**config.mk**
```make
export PLATFORM = sky130hd
export DESIGN_NAME = pcwin_regs
export DESIGN_NICKNAME = d
export VERILOG_FILES = /design/src/pkg/pcwin_pkg.sv /design/src/rtl/pcwin_regs.sv /design/src/rtl/pcwin_io_sizer.sv /design/src/rtl/pcwin_sync.sv
export SDC_FILE = /design/constraint.sdc
export NUM_CORES = 1
export LEC_CHECK = 0
export BUFFER_PORTS_ARGS = -buffer_cell sky130_fd_sc_hd__buf_2
export CAP_MARGIN = 30
export CORE_MARGIN = 3
export CORE_UTILIZATION = 40
export CTS_BUF_LIST = sky130_fd_sc_hd__clkbuf_16
export DETAILED_ROUTE_END_ITERATION = 10
export PLACE_DENSITY_LB_ADDON = 0.15
export SYNTH_ARGS = -nofsm -noshare
export SYNTH_HDL_FRONTEND = slang
export SYNTH_SLANG_ARGS = --single-unit
```
**constraint.sdc**
```tcl
create_clock -name clk_in -period 1.4 [get_ports clk_in]
set_input_delay 0.21 -clock clk_in [delete_from_list [all_inputs] [get_ports clk_in]]
set_output_delay 0.21 -clock clk_in [all_outputs]
set_load 0.01 [all_outputs]
```
**src/pkg/pcwin_pkg.sv**
```systemverilog
// constants and types shared by the window enable and i/o control block
// How it works
// RL1: disabled window never claims host cycles
// RL2: window enable register resets to 00h
// RL3: bit7 enables io window1, bit6 window0
// RL4: bits 4..0 enable memory windows 4..0
// RL5: bit 5 reserved, reads zero, ignores writes
// RL6: bit7 adds wait to window1 16-bit
// RL7: bit3 adds wait to window0 16-bit
// RL8: bit6 shortens window1 8-bit cycles
// RL9: bit2 shortens window0 8-bit cycles
// RL10: bit5 takes window1 width from card
// RL11: bit1 takes window0 width from card
// RL12: bit4 fixed width for window1
// RL13: bit0 fixed width for window0
// RL14: i/o control register resets to 00h
// RL15: decoding window's settings govern each access
package pcwin_pkg;
	// ***************************************************************
	// register map
	// ***************************************************************
	localparam logic [11:0] WINDOW_ENABLE_ADDR     = 12'h806;
	localparam logic [11:0] IO_WINDOW_CONTROL_ADDR = 12'h807;
	localparam logic [7:0]  WINDOW_ENABLE_RESET    = 8'h00;
	localparam logic [7:0]  IO_WINDOW_CONTROL_RESET = 8'h00;
	localparam logic [7:0]  WINDOW_ENABLE_MASK     = 8'hdf;
	// ***************************************************************
	// field positions
	// ***************************************************************
	localparam int IO_WIN1_ENABLE_BIT = 7;
	localparam int IO_WIN0_ENABLE_BIT = 6;
	localparam int MEM_WIN_ENABLE_LSB = 0;
	localparam int IO_CTRL_WIN1_LSB   = 4;
	localparam int IO_CTRL_WIN0_LSB   = 0;
	localparam int NUM_MEM_WIN        = 5;
	// ***************************************************************
	// cycle timing in clock periods
	// ***************************************************************
	localparam logic [3:0] STD_8BIT_CYCLES   = 4'h6;
	localparam logic [3:0] SHORT_8BIT_CYCLES = 4'h3;
	localparam logic [3:0] STD_16BIT_CYCLES  = 4'h3;
	localparam logic [3:0] WAIT_STATE_CYCLES = 4'h1;
	// per-window nibble of the i/o control register
	typedef struct packed {
		logic extend_16bit;
		logic shorten_8bit;
		logic auto_size;
		logic width_sel;
	} pcwin_io_ctrl_s;
	// host i/o access as seen by the sizer
	typedef struct packed {
		logic       width16;
		logic [3:0] cycles;
	} pcwin_io_timing_s;
endpackage : pcwin_pkg

```
**src/rtl/pcwin_regs.sv**
```systemverilog
// window enable and i/o window control registers with claim gating
//
// Design decision made here: the plain strobed port.
`timescale 1ns/1ps
module pcwin_regs (
	input  wire logic        clk_in,
	input  wire logic        rst_n_in,
	input  wire logic [11:0] addr_in,
	input  wire logic [7:0]  wdata_in,
	input  wire logic        wr_in,
	input  wire logic        rd_in,
	output logic [7:0]       rdata_out,
	input  wire logic [1:0]  io_win_hit_in,
	input  wire logic [4:0]  mem_win_hit_in,
	input  wire logic        io_cycle_in,
	input  wire logic        mem_cycle_in,
	input  wire logic        card_iois16_in,
	output logic             claim_out,
	output logic             io_width16_out,
	output logic [3:0]       io_cycles_out,
	output logic [1:0]       io_win_enable_out,
	output logic [4:0]       mem_win_enable_out
);
	// ***************************************************************
	// registers
	// ***************************************************************
	logic [7:0] window_enable;
	logic [7:0] io_window_control;
	logic       card_16bit;
	logic [1:0] io_hit_en;
	logic [4:0] mem_hit_en;
	pcwin_pkg::pcwin_io_timing_s timing1;
	pcwin_pkg::pcwin_io_timing_s timing0;
	pcwin_pkg::pcwin_io_ctrl_s   ctrl1;
	pcwin_pkg::pcwin_io_ctrl_s   ctrl0;

	// enable register; reserved bit 5 never stored
	always_ff @(posedge clk_in) begin
		if (!rst_n_in) begin
			window_enable <= pcwin_pkg::WINDOW_ENABLE_RESET; // [RL2]
		end else if (wr_in && addr_in == pcwin_pkg::WINDOW_ENABLE_ADDR) begin
			window_enable <= wdata_in & pcwin_pkg::WINDOW_ENABLE_MASK; // [RL5]
		end
	end

	// i/o control register, all bits read/write
	always_ff @(posedge clk_in) begin
		if (!rst_n_in) begin
			io_window_control <= pcwin_pkg::IO_WINDOW_CONTROL_RESET; // [RL14]
		end else if (wr_in &&
			addr_in == pcwin_pkg::IO_WINDOW_CONTROL_ADDR) begin
			io_window_control <= wdata_in;
		end
	end

	// read data one cycle after the strobe; unmapped reads zero
	always_ff @(posedge clk_in) begin
		if (!rst_n_in) begin
			rdata_out <= 8'h00;
		end else if (rd_in) begin
			case (addr_in)
				pcwin_pkg::WINDOW_ENABLE_ADDR:     rdata_out <= window_enable;
				pcwin_pkg::IO_WINDOW_CONTROL_ADDR: rdata_out <= io_window_control;
				default:                           rdata_out <= 8'h00;
			endcase
		end else begin
			rdata_out <= 8'h00;
		end
	end

	// ***************************************************************
	// window gating
	// ***************************************************************
	assign io_win_enable_out = {window_enable[pcwin_pkg::IO_WIN1_ENABLE_BIT],
		window_enable[pcwin_pkg::IO_WIN0_ENABLE_BIT]}; // [RL3]
	assign mem_win_enable_out = window_enable[pcwin_pkg::MEM_WIN_ENABLE_LSB
		+: pcwin_pkg::NUM_MEM_WIN]; // [RL4]
	assign io_hit_en  = io_win_hit_in & io_win_enable_out;
	assign mem_hit_en = mem_win_hit_in & mem_win_enable_out;
	// decode hits only count through enabled windows
	assign claim_out = (io_cycle_in && |io_hit_en) ||
		(mem_cycle_in && |mem_hit_en); // [RL1]

	// card pin is asynchronous, so synchronise first
	pcwin_sync u_sync (
		.clk_in   (clk_in),
		.rst_n_in (rst_n_in),
		.d_in     (card_iois16_in),
		.q_out    (card_16bit)
	);

	// one nibble per window, window 1 in the upper half
	assign ctrl1 = io_window_control[pcwin_pkg::IO_CTRL_WIN1_LSB +: 4];
	assign ctrl0 = io_window_control[pcwin_pkg::IO_CTRL_WIN0_LSB +: 4];

	pcwin_io_sizer u_size1 (
		.ctrl_in       (ctrl1),
		.card_16bit_in (card_16bit),
		.timing_out    (timing1)
	);
	pcwin_io_sizer u_size0 (
		.ctrl_in       (ctrl0),
		.card_16bit_in (card_16bit),
		.timing_out    (timing0)
	);

	// window 0 wins if both ranges overlap, a fixed priority
	always_ff @(posedge clk_in) begin
		if (!rst_n_in) begin
			io_width16_out <= 1'b0;
			io_cycles_out  <= 4'h0;
		end else if (io_cycle_in && io_hit_en[0]) begin
			io_width16_out <= timing0.width16; // [RL15]
			io_cycles_out  <= timing0.cycles;
		end else if (io_cycle_in && io_hit_en[1]) begin
			io_width16_out <= timing1.width16; // [RL15]
			io_cycles_out  <= timing1.cycles;
		end else begin
			io_width16_out <= 1'b0;
			io_cycles_out  <= 4'h0;
		end
	end
endmodule : pcwin_regs

```
**src/rtl/pcwin_io_sizer.sv**
```systemverilog
// width and cycle length for one i/o window
`timescale 1ns/1ps
module pcwin_io_sizer (
	input  wire pcwin_pkg::pcwin_io_ctrl_s   ctrl_in,
	input  wire logic                        card_16bit_in,
	output pcwin_pkg::pcwin_io_timing_s      timing_out
);
	// auto sizing overrides the fixed width bit
	always_comb begin
		timing_out.width16 = ctrl_in.auto_size ? card_16bit_in
			: ctrl_in.width_sel; // [RL10] [RL11] [RL12] [RL13]
		if (timing_out.width16) begin
			timing_out.cycles = ctrl_in.extend_16bit
				? pcwin_pkg::STD_16BIT_CYCLES + pcwin_pkg::WAIT_STATE_CYCLES
				: pcwin_pkg::STD_16BIT_CYCLES; // [RL6] [RL7]
		end else begin
			timing_out.cycles = ctrl_in.shorten_8bit
				? pcwin_pkg::SHORT_8BIT_CYCLES
				: pcwin_pkg::STD_8BIT_CYCLES; // [RL8] [RL9]
		end
	end
endmodule : pcwin_io_sizer

```
**src/rtl/pcwin_sync.sv**
```systemverilog
// two-flop synchroniser for a card pin
`timescale 1ns/1ps
module pcwin_sync (
	input  wire logic clk_in,
	input  wire logic rst_n_in,
	input  wire logic d_in,
	output logic      q_out
);
	logic stage1;
	// first flop feeds only the second
	always_ff @(posedge clk_in) begin
		if (!rst_n_in) begin
			stage1 <= 1'b0;
			q_out  <= 1'b0;
		end else begin
			stage1 <= d_in;
			q_out  <= stage1;
		end
	end
endmodule : pcwin_sync

```
# --- Word-level counts from Yosys, hierarchy flattened ---
# Cells that the tools add are included.
classes:
  add_sub_neg: 0
  n_mul: 0
  div: 0
  order_cmp: 0
  eq_ne: 2
  shift: 0
  n_mux: 13
  bitwise: 2
  n_reduce_logical: 10
op_table:
  columns: ["op", "n"]
  rows:
  - ["12-bit equality test (second input constant)", 2]
  - ["4-bit two-way mux", 4]
  - ["8-bit one-hot mux with 2 select lines", 1]
  - ["3-bit two-way mux", 4]
  - ["1-bit logical AND", 6]
  - ["5-bit AND", 1]
  - ["5-bit OR reduction", 1]
  - ["1-bit two-way mux", 4]
  - ["2-bit AND", 1]
  - ["2-bit AND reduction", 1]
  - ["2-bit OR reduction", 1]
  - ["1-bit logical OR", 1]
word_totals:
  ff_bits: 30
  latch_bits: 0
  mem_bits_rw: 0
  romBits: 0
  in_bits: 34
  out_inout_bits: 21
  word_cells: 34
  mem_count: 0

# --- Longest topological paths before layout ---
depth:
  word_depth: 4
  mapped_depth: 4
  mapped_depth_nobuf: 3

# --- Cells and area by module ---
# A second synthesis with hierarchy kept.
hier_totals:
  cells_unflattened: 133
  area_unflattened_um2: 1336.3
by_module_without_submodules:
  columns: ["module", "instances", "cells_each", "area_per_inst_um2", "seq_area_each_um2"]
  rows:
  - ["pcwin_regs", 1, 115, 1166.1, 560.5]
  - ["pcwin_io_sizer", 2, 7, 58.8, 0.0]
  - ["pcwin_sync", 1, 4, 52.6, 40.0]

# --- Worst setup path before layout ---
# Ideal clock, no wire load.
synth_timing:
  path_type: "register to output"
  start: "register window_enable[0]"
  end: "output claim_out"
  t_arrival_ns: 1.038
  required_time_ns: 1.190
  path_slack_ns: 0.152
  stages_incl_launch_ff: 4
  path_buffers: 0
  cell_sequence: "dfxtp_1 -> a222oi_1 -> nand2_1 -> a211o_1"
synth_between:
  elab_chain_cells: 4
synth_rtl:
  columns: ["item", "line", "rtl"]
  rows:
  - ["start: declaration", "pcwin_regs.sv:27", "logic [7:0] window_enable;"]
  - ["start signal: assignment", "pcwin_regs.sv:40", "window_enable <= pcwin_pkg::WINDOW_ENABLE_RESET;"]
  - ["start signal: assignment", "pcwin_regs.sv:42", "window_enable <= wdata_in & pcwin_pkg::WINDOW_ENABLE_MASK;"]
  - ["5-bit AND", "pcwin_regs.sv:79", "assign mem_hit_en = mem_win_hit_in & mem_win_enable_out;"]
  - ["5-bit OR reduction", "pcwin_regs.sv:82", "(mem_cycle_in && |mem_hit_en);"]
  - ["1-bit logical AND", "pcwin_regs.sv:82", null]
  - ["1-bit logical OR", "pcwin_regs.sv:81", "assign claim_out = (io_cycle_in && |io_hit_en) ||"]
  - ["end: declaration", "pcwin_regs.sv:18", "output logic claim_out,"]
# No other way between the ends.

# --- Final worst setup path ---
# Same ends and word-level chain as after synthesis.

==> reports/results.txt <==
Netlist cell types: 30
Crit Path Max Fanout: 2
Post-synth EDFFs: 0
count leader, synth: dfxtp_1
Area Growth Syn to Fin: 40.5%
status: complete, but fails checks
Worst Skew: 0.00305 ns
CTS tree: built
area share of the largest cell type after synthesis: 45.4%
vias in the first global route: 1071
DR vias/cell: 4.91
Yosys top cell by area: dfxtp_1
TritonCTS Sinks: 29
number of antenna violations at the first check in global routing: 0
crit path DAT: 1.43 ns
routed vias: 1138
DRC: 0
CTS clk-pin slew, worst paths: 0.05 ns
Critical Path RT: 1.19 ns
CP endpoint kind: output pin
remaining antenna violation count: 0
Crit Path Class: reg2out
GR Layer Usage met2: 25.6%
Core ar.: 2900 µm²
#FFs+latches synth: 29
Setup violations, final: 1
Die W: 62.5 µm
Final HPWL DP: 2280 µm
Hold Fails Final Rpt: 0
Worst VDD drop: 783 µV
Final Net Count: 223
count of final max-slew check failures: 0
critical path's largest stage delay: 0.34 ns
Synth Instances: 126
FP Rows: 19
min-delay src: card_iois16_in
max cap viols: 0
detailed router's first-iteration violation count: 50
Finished Cell Area: 1800 µm²
Tcrit/Tclk final: 117%
tightest hold margin: 0.140 ns
r2r startpoint: io_window_control[5]$_SDFFE_PN0P_
H-tree depth: 2
Post-DP Area: 1620 µm²
DRT Pass-1 Iters: 6
mean area per synthesized cell: 10.1 µm²
CTS Root Cell: clkbuf_16
Power Density: 1170 nW/µm²
WHS Endpoint: u_sync.stage1$_SDFF_PN0_
Slowest cell on crit path: a222oi_1
Placer Congestion: 0.807
class of the worst hold path: in2reg
Top Family by Delay on Critical Path: compound AO/OA/AOI/OAI gates
most used routing layer: met2
Post-CTS Hold Buffers: 0
setup ws final: -0.240 ns
hold path cells: 2
Port Buffers: 53
Worst R2R Path Depth: 3
Lkg Pwr: 0.943 nW
fmax: 610 MHz
grt ovf: 0
syn nets: 160
die area: 3910 µm²
synth warn: 0
RSZ-0062 raised after global routing: yes
async set or reset register ratio after synthesis: 0%
Mapped Area: 1280 µm²
Top Ports: 55
critical-path cell list: a222oi_1 -> nand2_1 -> a211o_1 -> buf_2
Commonest cells post-synth: dfxtp_1, nand2_1, mux2i_1, nor2_1
clock latency on the worst-skew pair: 0.27 ns
Total Power Consumption: 2.10 mW
Post-synth top flop: dfxtp_1
CTS max path bufs: 2
DIE HEIGHT: 62.5 µm
drt wl/cell: 12.7 µm
clock buffer count from CTS: 5
fin crit period: 1.64 ns
final wirelength: 2940 µm
sequential fraction of the synthesis area: 45.4%
first-pass GRT wire length: 5050 µm
GRT Util Overall: 16.4%
post-place setup slack: -0.0578 ns
Crit Reg-Reg Endpoint: io_cycles_out[1]$_SDFF_PN0_
critical path launch point type: flop
R2R Setup Slk: 0.15 ns
largest cells by area after synthesis: dfxtp_1, mux2i_1, nand2_1
layout cell share with drive strength beyond 1: 39.5%
Buffers & Inverters on Critical Path: 1
routing usage on met3: 5.94%
largest net degree at the start of global routing: 19
met1 Usage GRT: 21.1%
violated checks: negative setup slack
ant diodes: 0
initial core utilization: 44.0%
area by class of cell:
class / instances / area, µm²
fill: 265 / 1100
multi-input combinational: 90 / 666
sequential: 29 / 582
timing repair buffer: 61 / 325
clock buffer: 5 / 125
tap: 42 / 52.6
clock inverter: 3 / 37.5
inverter: 2 / 7.51
metal layers:
layer  part of all wire (%)  vias up  wire (µm)
li1                       -      574          -
met1                     43      519       1270
met2                     49       42       1440
met3                    6.9        3        202
met4                   0.92        0         27
met5                      0        -          0
cells by family (layout without fill, tap and decap cells):
kind of cell,after synthesis,in the layout,share of synthesized area [%]
AO/OA/AOI/OAI,9,9,5.68
buffers and inverters,7,71,2.45
flip-flops,29,29,45.4
multiplexers,26,26,20.5
other,1,1,0.294
AND/OR/NAND/NOR,54,54,25.7
worst max path at each step:
stage	slack (ns)	to	cells past startpoint	start
floorplan	0.15	claim_out	3	window_enable[0]$_SDFFE_PN0P_
global placement	-0.07	claim_out	5	mem_win_hit_in[0]
finish	-0.24	claim_out	4	window_enable[0]$_SDFFE_PN0P_
global route	-0.33	claim_out	4	window_enable[0]$_SDFFE_PN0P_
CTS	-0.31	claim_out	4	window_enable[0]$_SDFFE_PN0P_
detailed placement	-0.06	claim_out	5	mem_win_hit_in[0]
worst register-to-register path: cells and delay by family, from the launching register on:
kind               cells  cell delay [ns]
AOI/OAI and AO/OA      2             0.43
muxes                  1             0.38
DFF                    1             0.36
layout by cell type (no fill, tap or decap):
cell type,Yosys,final
nand4_1,1,1
a22oi_1,1,1
a221o_1,1,1
inv_1,2,3
buf_4,1,8
mux2i_1,25,25
and3_1,3,3
and4b_1,1,1
and3b_1,1,1
a32o_1,1,1
and4bb_2,1,1
nand4_2,1,1
clkinv_1,0,1
bufinv_16,0,1
o21ai_0,1,1
nand2_1,27,27
nand4_4,2,2
nor4_4,1,1
nand3_1,3,3
a211o_1,1,1
buf_2,1,53
clkbuf_16,0,5
nor4b_4,1,1
conb_1,1,1
nor2_1,8,8
o22ai_1,1,1
mux2_2,1,1
and2_1,3,3
nand2b_1,1,1
dfxtp_2,0,1
a222oi_1,1,1
a21boi_0,2,2
dfxtp_1,29,28
state kept, by name (all words and copies together), names as in the netlist:
| signal | flops |
|---|---|
| io_window_control | 8 |
| rdata_out | 8 |
| window_enable | 7 |
| io_cycles_out | 3 |
| io_width16_out | 1 |
| u_sync.q_out | 1 |
| u_sync.stage1 | 1 |
timing repair:
action                                  4_1_cts  5_1_grt
cloned                                        0        0
resized for setup                             1        0
pin swaps                                     3        1
endpoints found under the setup margin        1        1
setup buffers                                 1        0
metrics by stage:
| stage | util, % | setup TNS [ns] | cells |
|---|---|---|---|
| after CTS | 61.9 | -0.307 | 232 |
| after global routing | 61.9 | -0.331 | 232 |
| after detailed placement | 56.0 | -0.0578 | 223 |
| after floorplan | - | 0 | 126 |
| final | 61.9 | -0.240 | 232 |
| after global placement | 56.0 | -0.0696 | 223 |
where the power goes:
group	internal [mW]	switching, mW
clock	0.822	0.338
combinational	0.0550	0.0545
sequential	0.830	0.000795
Power figures use the tool's default switching activity.
